===== src/verilog/dcfs_pkg.sv =====
// Shared constants and state encodings for the demand curve and fault supervisor
package dcfs_pkg;
    // Demand encoding
    localparam int DEMAND_W = 9;
    localparam logic [8:0] DEMAND_MAX = 9'h1FF;
    localparam logic [8:0] DEMAND_STOP = 9'h0FF;
    localparam logic [8:0] DEMAND_ZERO = 9'h000;
    // Corner storage: locations 32..63, input in upper nine bits, output in lower nine
    localparam int CORNER_W = 18;
    localparam int CORNER_COUNT = 32;
    localparam logic [5:0] CORNER_BASE = 6'h20;
    localparam logic [4:0] IDX_LAST = 5'h1F;
    localparam int IN_MSB = 17;
    localparam int IN_LSB = 9;
    localparam int OUT_MSB = 8;
    localparam int OUT_LSB = 0;
    // Control modes
    localparam logic [1:0] MODE_OPEN_LOOP = 2'h0;
    // Clock and slow tick
    localparam int CLK_PERIOD_NS = 20;
    localparam int TICK_US = 1000;
    localparam int TICK_CYCLES_DEF = TICK_US * 1000 / CLK_PERIOD_NS;
    // Hold times
    localparam int MS_PER_S = 1000;
    localparam int STALL_HOLD_SHORT_S = 5;
    localparam int STALL_HOLD_LONG_S = 10;
    localparam int OC_HOLD_S = 5;
    localparam logic [13:0] STALL_HOLD_SHORT_MS = 14'(STALL_HOLD_SHORT_S * MS_PER_S);
    localparam logic [13:0] STALL_HOLD_LONG_MS = 14'(STALL_HOLD_LONG_S * MS_PER_S);
    localparam logic [13:0] OC_HOLD_MS = 14'(OC_HOLD_S * MS_PER_S);
    // Overcurrent blanking and filter, base time doubled per select step
    localparam int BLANK_BASE_NS = 250;
    localparam int FILTER_BASE_NS = 500;
    localparam logic [7:0] BLANK_BASE_CYC = 8'((BLANK_BASE_NS + CLK_PERIOD_NS - 1) / CLK_PERIOD_NS);
    localparam logic [7:0] FILTER_BASE_CYC = 8'((FILTER_BASE_NS + CLK_PERIOD_NS - 1) / CLK_PERIOD_NS);
    // Restart attempt limits
    localparam logic [3:0] RETRY_LIMIT_0 = 4'h3;
    localparam logic [3:0] RETRY_LIMIT_1 = 4'h5;
    localparam logic [3:0] RETRY_LIMIT_2 = 4'hA;
    localparam logic [1:0] RETRY_SEL_ALWAYS = 2'h3;
    // Supervisor states
    typedef enum logic [4:0] {
        SUP_RUN = 5'h01,
        SUP_STALL_HOLD = 5'h02,
        SUP_STALL_LOCK = 5'h04,
        SUP_OC_HOLD = 5'h08,
        SUP_OC_WAIT = 5'h10
    } dcfs_sup_e;
    // Curve walk states
    typedef enum logic [2:0] {
        XF_IDLE = 3'h1,
        XF_WAIT = 3'h2,
        XF_EVAL = 3'h4
    } dcfs_xf_e;
endpackage


===== src/verilog/dcfs_curve_mem.sv =====
// Corner point storage with registered read data
`timescale 1ns/100ps
`default_nettype none
module dcfs_curve_mem (
    // Clock
    input wire logic sys_clk,
    // Write port
    input wire logic wr_en,
    input wire logic [4:0] wr_addr,
    input wire logic [17:0] wr_data,
    // Read port
    input wire logic [4:0] rd_addr,
    output logic [17:0] rd_data
);
    logic [17:0] mem [0:dcfs_pkg::CORNER_COUNT-1];

    // Read returns the old word on a same-address write
    always_ff @(posedge sys_clk)
    begin
        if (wr_en)
        begin
            mem[wr_addr] <= wr_data;
        end
        rd_data <= mem[rd_addr];
    end
endmodule
`default_nettype wire


===== src/verilog/dcfs_top.sv =====
// Demand curve transformer and motor fault supervisor
// Behaviour
// - Nine-bit demand maps to nine-bit demand always
// - Open loop output sets duty directly
// - Closed loop output scales loop range maximum
// - Corners from locations 32-63, interpolate between
// - Corner word: input upper, output lower
// - Stop at input 511; 32 corners max
// - Descending corner gives hysteresis step
// - Transformer disabled means output equals input
// - Bidirectional: 511 forward, 255 stop, 0 reverse
// - Motor constant estimate above limit means stall
// - Phase advance at ramp end checks stall
// - Stall coasts, restarts after 5/10 s
// - No-hold select skips the stall hold
// - Retry limit 3/5/10/always; zero demand clears
// - Overcurrent first: all switches off, fault state
// - Recovery mode: zero demand, 5 s, or at once
// - Blank overcurrent after each gate turn-on
// - Overcurrent must persist through filter time
// - Undervoltage disables outputs, asserts fault pin
// - Supply overvoltage coasts when enabled, else ignored
// - Zero post-curve demand flagged, no action
// - Overtemperature coasts, restarts with demand present
`timescale 1ns/100ps
`default_nettype none
module dcfs_top #(
    parameter int TICK_CYCLES = dcfs_pkg::TICK_CYCLES_DEF
) (
    // Clock and reset
    input wire logic sys_clk,
    input wire logic rst,
    // Demand path
    input wire logic [8:0] demand_in,
    input wire logic curve_enable,
    input wire logic bidir_enable,
    input wire logic [1:0] control_mode,
    input wire logic [15:0] loop_range_max,
    // Corner storage write
    input wire logic curve_wr_en,
    input wire logic [5:0] curve_wr_loc,
    input wire logic [17:0] curve_wr_data,
    // Stall detection
    input wire logic bemf_lock_enable,
    input wire logic [15:0] motor_constant_estimate,
    input wire logic [15:0] motor_constant_limit,
    input wire logic startup_lock_enable,
    input wire logic ramp_end,
    input wire logic [7:0] phase_advance,
    input wire logic [7:0] angle_error_limit,
    input wire logic stall_hold_long_select,
    input wire logic stall_no_hold_select,
    input wire logic [1:0] stall_retry_select,
    // Bridge and overcurrent
    input wire logic [5:0] gate_cmd,
    input wire logic [5:0] drain_over,
    input wire logic overcurrent_recovery_mode,
    input wire logic overcurrent_no_hold_select,
    input wire logic [1:0] overcurrent_blank_time_select,
    input wire logic [1:0] overcurrent_filter_time_select,
    input wire logic [1:0] drain_voltage_threshold_select,
    // Supplies and temperature
    input wire logic charge_pump_uv,
    input wire logic low_side_reg_uv,
    input wire logic motor_supply_over,
    input wire logic supply_overvoltage_protect_enable,
    input wire logic over_temp,
    // Drive outputs
    output logic [5:0] gate_drive_ff,
    output logic [1:0] drain_threshold_ff,
    output logic [8:0] demand_out_ff,
    output logic [8:0] duty_ff,
    output logic [15:0] setpoint_ff,
    output logic reverse_ff,
    // Status outputs
    output logic fault_n_ff,
    output logic stall_ff,
    output logic lock_ff,
    output logic overcurrent_ff,
    output logic system_fault_ff,
    output logic overvoltage_ff,
    output logic overtemp_ff,
    output logic zero_demand_ff
);
    typedef struct packed {
        dcfs_pkg::dcfs_xf_e xf_st;
        logic [4:0] idx;
        logic first;
        logic found;
        logic rising;
        logic [8:0] dem;
        logic [8:0] prev_in;
        logic [8:0] prev_out;
        logic [8:0] cand;
        logic [8:0] demand_out;
        dcfs_pkg::dcfs_sup_e sup_st;
        logic [3:0] attempts;
        logic [13:0] hold_ms;
        logic [15:0] tick_cnt;
        logic ot_wait;
        logic [5:0] gate_prev;
        logic [5:0][7:0] blank;
        logic [5:0][7:0] fil;
        logic [5:0] gate_drive;
        logic [1:0] vds_sel;
        logic [8:0] duty;
        logic [15:0] setpoint;
        logic reverse;
        logic fault_n;
        logic stall;
        logic lock;
        logic oc;
        logic sys_fault;
        logic ov;
        logic ot;
        logic zero;
    } dcfs_state_s;

    dcfs_state_s s_ff;
    dcfs_state_s nxt_s;
    logic [17:0] rd_data;
    logic [8:0] c_in;
    logic [8:0] c_out;
    logic [9:0] span;
    logic [9:0] dx;
    logic signed [9:0] dy;
    logic signed [19:0] prod;
    logic signed [19:0] quo;
    logic [9:0] sum10;
    logic [8:0] interp;
    logic [8:0] mag;
    logic [24:0] sp_prod;
    logic [24:0] sp_quo;
    logic [7:0] blank_cyc;
    logic [7:0] filt_cyc;
    logic [5:0] oc_hit;
    logic [3:0] retry_limit;
    logic tick;
    logic zero_dem;
    logic sys_uv;
    logic ov_stop;
    logic stall_evt;
    logic oc_evt;
    logic limit_hit;

    // Corner words live in their own memory; locations below the base are not curve data
    dcfs_curve_mem u_mem (
        .sys_clk (sys_clk),
        .wr_en (curve_wr_en && (curve_wr_loc >= dcfs_pkg::CORNER_BASE)),
        .wr_addr (curve_wr_loc[4:0]),
        .wr_data (curve_wr_data),
        .rd_addr (s_ff.idx),
        .rd_data (rd_data)
    );

    // Segment interpolation, signed so a falling segment truncates toward zero
    always_comb
    begin
        c_in = rd_data[dcfs_pkg::IN_MSB:dcfs_pkg::IN_LSB];
        c_out = rd_data[dcfs_pkg::OUT_MSB:dcfs_pkg::OUT_LSB];
        span = {1'b0, c_in} - {1'b0, s_ff.prev_in};
        dx = {1'b0, s_ff.dem} - {1'b0, s_ff.prev_in};
        dy = $signed({1'b0, c_out}) - $signed({1'b0, s_ff.prev_out});
        prod = dy * $signed(dx);
        quo = (span == 10'h000) ? 20'sh00000 : prod / $signed({10'h000, span});
        sum10 = 10'($signed({1'b0, s_ff.prev_out}) + $signed(quo[9:0]));
        interp = sum10[8:0];
    end

    // Drive magnitude and scaling of the transformed demand
    always_comb
    begin
        if (!bidir_enable)
        begin
            mag = s_ff.demand_out;
        end
        else if (s_ff.demand_out[8])
        begin
            mag = {s_ff.demand_out[7:0], 1'b1};
        end
        else
        begin
            mag = {~s_ff.demand_out[7:0], 1'b0};
        end
        sp_prod = 25'(mag) * 25'(loop_range_max);
        sp_quo = sp_prod / 25'(dcfs_pkg::DEMAND_MAX);
    end

    // Fault causes and retry limit decode
    always_comb
    begin
        tick = (s_ff.tick_cnt == 16'(TICK_CYCLES - 1));
        zero_dem = (s_ff.demand_out == dcfs_pkg::DEMAND_ZERO);
        sys_uv = charge_pump_uv || low_side_reg_uv;
        ov_stop = supply_overvoltage_protect_enable && motor_supply_over;
        stall_evt = (s_ff.sup_st == dcfs_pkg::SUP_RUN) &&
            ((bemf_lock_enable && (motor_constant_estimate > motor_constant_limit)) ||
            (startup_lock_enable && ramp_end && (phase_advance > angle_error_limit)));
        case (stall_retry_select)
            2'h0: retry_limit = dcfs_pkg::RETRY_LIMIT_0;
            2'h1: retry_limit = dcfs_pkg::RETRY_LIMIT_1;
            2'h2: retry_limit = dcfs_pkg::RETRY_LIMIT_2;
            default: retry_limit = dcfs_pkg::RETRY_LIMIT_2;
        endcase
        limit_hit = (stall_retry_select != dcfs_pkg::RETRY_SEL_ALWAYS) &&
            (s_ff.attempts >= retry_limit);
        blank_cyc = 8'(dcfs_pkg::BLANK_BASE_CYC << overcurrent_blank_time_select);
        filt_cyc = 8'(dcfs_pkg::FILTER_BASE_CYC << overcurrent_filter_time_select);
    end

    // Next state of the whole block
    always_comb
    begin
        nxt_s = s_ff;
        oc_hit = 6'h00;
        nxt_s.tick_cnt = tick ? 16'h0000 : s_ff.tick_cnt + 16'h0001;

        // Curve walk: two cycles per corner because the memory read is registered
        case (s_ff.xf_st)
            dcfs_pkg::XF_IDLE:
            begin
                if (!curve_enable)
                begin
                    nxt_s.demand_out = demand_in;
                    nxt_s.dem = demand_in;
                end
                else
                begin
                    if (demand_in != s_ff.dem)
                    begin
                        nxt_s.rising = (demand_in > s_ff.dem);
                    end
                    nxt_s.dem = demand_in;
                    nxt_s.idx = 5'h00;
                    nxt_s.first = 1'b1;
                    nxt_s.found = 1'b0;
                    nxt_s.xf_st = dcfs_pkg::XF_WAIT;
                end
            end
            dcfs_pkg::XF_WAIT:
            begin
                nxt_s.xf_st = dcfs_pkg::XF_EVAL;
            end
            dcfs_pkg::XF_EVAL:
            begin
                if (s_ff.first)
                begin
                    if (s_ff.dem <= c_in)
                    begin
                        nxt_s.found = 1'b1;
                        nxt_s.cand = c_out;
                    end
                end
                else if (c_in >= s_ff.prev_in)
                begin
                    if (!s_ff.found && (s_ff.dem <= c_in) && (s_ff.dem >= s_ff.prev_in))
                    begin
                        nxt_s.found = 1'b1;
                        nxt_s.cand = interp;
                    end
                end
                else if ((s_ff.dem >= c_in) && (s_ff.dem <= s_ff.prev_in))
                begin
                    // A band overrides any earlier segment match
                    nxt_s.found = 1'b1;
                    if (s_ff.rising)
                    begin
                        nxt_s.cand = (s_ff.dem < s_ff.prev_in) ? s_ff.prev_out : c_out;
                    end
                    else
                    begin
                        nxt_s.cand = (s_ff.dem > c_in) ? c_out : s_ff.prev_out;
                    end
                end
                nxt_s.prev_in = c_in;
                nxt_s.prev_out = c_out;
                nxt_s.first = 1'b0;
                if ((c_in == dcfs_pkg::DEMAND_MAX) || (s_ff.idx == dcfs_pkg::IDX_LAST))
                begin
                    nxt_s.demand_out = nxt_s.found ? nxt_s.cand : c_out;
                    nxt_s.xf_st = dcfs_pkg::XF_IDLE;
                end
                else
                begin
                    nxt_s.idx = s_ff.idx + 5'h01;
                    nxt_s.xf_st = dcfs_pkg::XF_WAIT;
                end
            end
            default:
            begin
                nxt_s.xf_st = dcfs_pkg::XF_IDLE;
            end
        endcase

        // Per-switch blanking after turn-on, then a persistence filter
        nxt_s.gate_prev = s_ff.gate_drive;
        for (int i = 0; i < 6; i++)
        begin
            if (!s_ff.gate_drive[i])
            begin
                nxt_s.blank[i] = 8'h00;
                nxt_s.fil[i] = 8'h00;
            end
            else if (!s_ff.gate_prev[i])
            begin
                nxt_s.blank[i] = blank_cyc;
                nxt_s.fil[i] = 8'h00;
            end
            else if (s_ff.blank[i] != 8'h00)
            begin
                nxt_s.blank[i] = s_ff.blank[i] - 8'h01;
                nxt_s.fil[i] = 8'h00;
            end
            else if (drain_over[i])
            begin
                nxt_s.fil[i] = s_ff.fil[i] + 8'h01;
                oc_hit[i] = (s_ff.fil[i] == filt_cyc - 8'h01);
            end
            else
            begin
                nxt_s.fil[i] = 8'h00;
            end
        end
        oc_evt = |oc_hit;

        // Zero demand clears the retry count in any state, except that a stall counted in the same cycle wins
        if (zero_dem)
        begin
            nxt_s.attempts = 4'h0;
        end

        // Supervisor: overcurrent is checked ahead of stall
        case (s_ff.sup_st)
            dcfs_pkg::SUP_RUN:
            begin
                nxt_s.hold_ms = 14'h0000;
                if (oc_evt)
                begin
                    if (!overcurrent_recovery_mode)
                    begin
                        nxt_s.sup_st = dcfs_pkg::SUP_OC_WAIT;
                    end
                    else if (!overcurrent_no_hold_select)
                    begin
                        nxt_s.sup_st = dcfs_pkg::SUP_OC_HOLD;
                    end
                end
                else if (stall_evt)
                begin
                    if (limit_hit)
                    begin
                        nxt_s.sup_st = dcfs_pkg::SUP_STALL_LOCK;
                    end
                    else
                    begin
                        nxt_s.attempts = s_ff.attempts + 4'h1;
                        if (!stall_no_hold_select)
                        begin
                            nxt_s.sup_st = dcfs_pkg::SUP_STALL_HOLD;
                        end
                    end
                end
            end
            dcfs_pkg::SUP_STALL_HOLD:
            begin
                if (tick)
                begin
                    nxt_s.hold_ms = s_ff.hold_ms + 14'h0001;
                    if (s_ff.hold_ms == (stall_hold_long_select ? dcfs_pkg::STALL_HOLD_LONG_MS :
                        dcfs_pkg::STALL_HOLD_SHORT_MS) - 14'h0001)
                    begin
                        nxt_s.sup_st = dcfs_pkg::SUP_RUN;
                    end
                end
            end
            dcfs_pkg::SUP_OC_HOLD:
            begin
                if (tick)
                begin
                    nxt_s.hold_ms = s_ff.hold_ms + 14'h0001;
                    if (s_ff.hold_ms == dcfs_pkg::OC_HOLD_MS - 14'h0001)
                    begin
                        nxt_s.sup_st = dcfs_pkg::SUP_RUN;
                    end
                end
            end
            dcfs_pkg::SUP_STALL_LOCK, dcfs_pkg::SUP_OC_WAIT:
            begin
                if (zero_dem)
                begin
                    nxt_s.sup_st = dcfs_pkg::SUP_RUN;
                end
            end
            default:
            begin
                nxt_s.sup_st = dcfs_pkg::SUP_RUN;
            end
        endcase

        // Overtemperature waits for cool-down and demand; set wins over clear
        if (over_temp)
        begin
            nxt_s.ot_wait = 1'b1;
        end
        else if (!zero_dem)
        begin
            nxt_s.ot_wait = 1'b0;
        end

        // Gate drive: any inhibit coasts the motor by opening all switches
        if ((nxt_s.sup_st == dcfs_pkg::SUP_RUN) && !oc_evt && !sys_uv && !ov_stop &&
            !over_temp && !s_ff.ot_wait)
        begin
            nxt_s.gate_drive = gate_cmd;
        end
        else
        begin
            nxt_s.gate_drive = 6'h00;
        end
        nxt_s.vds_sel = drain_voltage_threshold_select;

        // Demand presentation for the control loop
        nxt_s.reverse = bidir_enable && !s_ff.demand_out[8] &&
            (s_ff.demand_out != dcfs_pkg::DEMAND_STOP);
        if (control_mode == dcfs_pkg::MODE_OPEN_LOOP)
        begin
            nxt_s.duty = mag;
            nxt_s.setpoint = 16'h0000;
        end
        else
        begin
            nxt_s.duty = 9'h000;
            nxt_s.setpoint = sp_quo[15:0];
        end

        // Status flags
        nxt_s.zero = zero_dem;
        nxt_s.sys_fault = sys_uv;
        nxt_s.ov = ov_stop;
        nxt_s.ot = nxt_s.ot_wait;
        nxt_s.oc = (nxt_s.sup_st == dcfs_pkg::SUP_OC_HOLD) ||
            (nxt_s.sup_st == dcfs_pkg::SUP_OC_WAIT) || oc_evt;
        nxt_s.stall = (nxt_s.sup_st == dcfs_pkg::SUP_STALL_HOLD) || stall_evt;
        nxt_s.lock = (nxt_s.sup_st == dcfs_pkg::SUP_STALL_LOCK);
        nxt_s.fault_n = !(sys_uv || ov_stop || nxt_s.oc);
    end

    // State register
    always_ff @(posedge sys_clk)
    begin
        if (rst)
        begin
            s_ff <= '0;
            s_ff.xf_st <= dcfs_pkg::XF_IDLE;
            s_ff.sup_st <= dcfs_pkg::SUP_RUN;
            s_ff.fault_n <= 1'b1;
        end
        else
        begin
            s_ff <= nxt_s;
        end
    end

    // Outputs straight from the state register
    assign gate_drive_ff = s_ff.gate_drive;
    assign drain_threshold_ff = s_ff.vds_sel;
    assign demand_out_ff = s_ff.demand_out;
    assign duty_ff = s_ff.duty;
    assign setpoint_ff = s_ff.setpoint;
    assign reverse_ff = s_ff.reverse;
    assign fault_n_ff = s_ff.fault_n;
    assign stall_ff = s_ff.stall;
    assign lock_ff = s_ff.lock;
    assign overcurrent_ff = s_ff.oc;
    assign system_fault_ff = s_ff.sys_fault;
    assign overvoltage_ff = s_ff.ov;
    assign overtemp_ff = s_ff.ot;
    assign zero_demand_ff = s_ff.zero;
endmodule
`default_nettype wire


===== config.mk =====
export PLATFORM = sky130hd
export DESIGN_NAME = dcfs_top
export DESIGN_NICKNAME = d
export VERILOG_FILES = /design/src/verilog/dcfs_pkg.sv /design/src/verilog/dcfs_curve_mem.sv /design/src/verilog/dcfs_top.sv
export SDC_FILE = /design/constraint.sdc
export NUM_CORES = 2
export LEC_CHECK = 0
export BUFFER_PORTS_ARGS = -buffer_cell sky130_fd_sc_hd__buf_2
export CORE_MARGIN = 2
export CORE_UTILIZATION = 30
export CTS_CLUSTER_SIZE = 24
export DETAILED_ROUTE_END_ITERATION = 8
export SYNTH_ARGS = -nofsm -noshare
export SYNTH_HDL_FRONTEND = slang
export SYNTH_SLANG_ARGS = --single-unit

===== constraint.sdc =====
create_clock -name sys_clk -period 74.6 [get_ports sys_clk]
set_clock_uncertainty 0.1 [all_clocks]
set_input_delay 3.73 -clock sys_clk [delete_from_list [all_inputs] [get_ports sys_clk]]
set_output_delay 3.73 -clock sys_clk [all_outputs]
set_load 0.02 [all_outputs]

==> flow_summary.toml <==
[final_layout]
fill_cells = 19067
multi_input_area_sq_um = 32630
area_delta_synth_final_pct = 11.15
seqCellArea_sq_um = 22450
drive_above_1_share_pct = 13.64
finalNonFillerCells = 8143
fin_nets = 6244

[timing]
hold_violations = 0
worst_pin_slew_ns = 1.064
whs_ns = 0.3430
grt_setup_unrepaired = "no"
finalSetupViolations = 0
fin_crit_sh_pct = 85.67
tns_ns = 0
fmax_mhz = 15.65
relSlewSlack_pct = 28.80
slew_violations = 0
worst_slack_ns = 10.69
min_period_ns = 63.91

[drt]
wire_per_inst_um = 18.21
vias = 42213
drc = 0
drt-initial-drc-count = 3272
wirelength_um = 148300
avgViaCountPerCell = 5.184
ant_nets = 0
drtPass1Iterations = 6

[die]
ios = 187
fp.dieH_um = 441.4
die_w_um = 441.4
die-area_sq_um = 194800
initial_utilization_pct = 30.18
rows = 160
core_area_sq_um = 190200

[clocking]
numCtsBuffers = 84
clock_path_buffers = 3
clk_latency_ns = 0.73
clk_pin_slew_ns = 0.07
cts_root_buf = "clkbuf_16"
cts_hold_buffers = 0
htree_levels = 3
cts_tree = "built"
cts_resized = 0
post_cts_buffers = 0
cts.sinks = 833

[logic_synthesis]
synth_cell_type_count = 125
syn-cell-area_sq_um = 57390
synth_cells = 5451
syn-num-nets = 6140
synth_edf_count = 576
synthFlopType = "edfxtp_1"
async_reset_ff_share_pct = 0
yosysSeqAreaShare_pct = 39.10
avgSynthCellArea_sq_um = 10.53
synth_warnings = 0
ys_ff_latch = 833

[worst_setup_path]
critPathCaptureType = "flop"
cp-start-kind = "flop"
worstPathRequired_ns = 75.13
slowest_stage = "o21ai_0"
slowest_delay_ns = 0.82
path_class = "flop to flop"
path_common_cell = "o21a_1"
arrival_ns = 64.45
path_max_fanout = 22

[grt]
grt_pass1_wl_um = 233000
antenna_found_initial = 15
track_usage_pct = 14.96
grt_overflow = 0
grt_pass1_vias = 41206
grt_max_degree = 69

[placed_design]
io_buffers = 186
dpl.cell_count = 7980
hpwlAfterDp_um = 107700
pre_cts_ws_ns = 11.19
globalplace.congestion = 0.8770

[outcome]
status = "completed"

[run]
maxCapViolCount = 0

[min_path]
hold_path.class = "flop to flop"
[cells by family (layout without fill, tap and decap cells)]
group,after synthesis,count (layout),synth area share (%)
and+or+nand+nor,1860,1860,15.96
AOI/OAI and AO/OA,1019,1019,12.35
DFF,833,833,39.10
buffers and inverters,609,781,4.325
adders and majority gates,555,555,14.64
muxes,315,315,9.645
xor gates and xnor gates,260,260,3.981
other,0,9,0
[final timing paths]
check                    startpoint                            end  slack (ns)  cells past startpoint
min reg2reg    s_ff[145]$_SDFF_PP0_           s_ff[145]$_SDFF_PP0_        0.34                      1
max          s_ff[220]$_SDFFE_PP0N_  demand_out_ff[8]$_SDFFE_PP0P_       10.69                    309
max reg2reg  s_ff[220]$_SDFFE_PP0N_  demand_out_ff[8]$_SDFFE_PP0P_       10.69                    309
min            s_ff[145]$_SDFF_PP0_           s_ff[145]$_SDFF_PP0_        0.34                      1
[cell usage in the layout (no fill, tap or decap), types with 63 or more instances in the layout]
cell type	instances
edfxtp_1	576
nor2_1	492
nand2_1	455
inv_1	381
ha_1	358
dfxtp_1	253
a21oi_1	246
nor3_1	202
fa_1	195
buf_2	185
mux4_2	180
o21ai_0	157
xnor2_1	146
o21a_1	138
nand3_1	114
xor2_1	109
nor2b_1	93
clkbuf_16	84
mux2_2	70
nand2b_1	64
a21o_1	63
[worst max-delay path: cells and delay by family, from the launching register on]
| family | cells | cell delay [ns] |
|---|---|---|
| compound gates | 177 | 37.02 |
| simple gates | 66 | 11.34 |
| fa+ha+maj | 29 | 9.60 |
| buf+inv | 28 | 3.18 |
| mux | 6 | 1.54 |
| xor+xnor | 3 | 0.62 |
| flops | 1 | 0.33 |
[per-stage QoR]
stage	util [%]	cell area [sq um]
after global routing	33.53	63780
after floorplan	-	57390
final	33.54	63790
after CTS	33.53	63770
after global placement	32.09	61040
after detailed placement	32.09	61040
[per-layer routing]
layer | vias up | share of wire (%) | global-route usage (%)
met5 | - | 0.017 | 0
met4 | 4 | 2.9 | 4.696
met3 | 203 | 4.5 | 1.739
met2 | 982 | 48 | 25.07
met1 | 20905 | 44 | 20.14
li1 | 20119 | - | -
[area by class of cell]
cell class / instances / share of cell area, %
Multi-Input combinational cell: 4009 / 51.15
Sequential cell: 833 / 35.20
Tap cell: 2511 / 4.925
Clock buffer: 109 / 3.505
Inverter: 381 / 2.242
Timing Repair Buffer: 246 / 2.169
Clock inverter: 45 / 0.7748
Antenna cell: 9 / 0.03531
[registers in the layout (all words and copies together) (netlist names)]
register            count
overcurrent_ff          1
u_mem.mem             576
overvoltage_ff          1
system_fault_ff         1
overtemp_ff             1
drain_threshold_ff      2
stall_ff                1
u_mem.rd_data          18
s_ff                  188
zero_demand_ff          1
gate_drive_ff           6
reverse_ff              1
fault_n_ff              1
lock_ff                 1
demand_out_ff           9
setpoint_ff            16
duty_ff                 9
[cells in the mapped netlist (all sizes together) (29+ instances only)]
library cell,count,area [sq um]
buf,98,564.3
a21oi,252,1299
nor2,526,1984
o211ai,35,267.8
or3,57,361.6
nand2,456,1714
clkbuf,130,488.0
and2,62,387.9
ha,358,4479
nor3,206,1046
dfxtp,257,5145
xor2,110,970.9
nor2b,93,581.8
and3,58,362.9
edfxtp,576,17300
nand4,56,377.9
or2,38,240.2
o31ai,59,456.7
o21a,139,1045
a211oi,42,337.8
inv,381,1430
nand2b,64,400.4
fa,195,3904
mux2i,63,663.1
mux4,180,4054
mux2,72,818.3
o21ai,171,859.6
a31oi,29,193.9
nand3,115,580.6
a21o,63,473.0
xnor2,150,1314
Power is not shown: default switching activity piles up to over one toggle a cycle in this logic, so the estimate is an artifact.
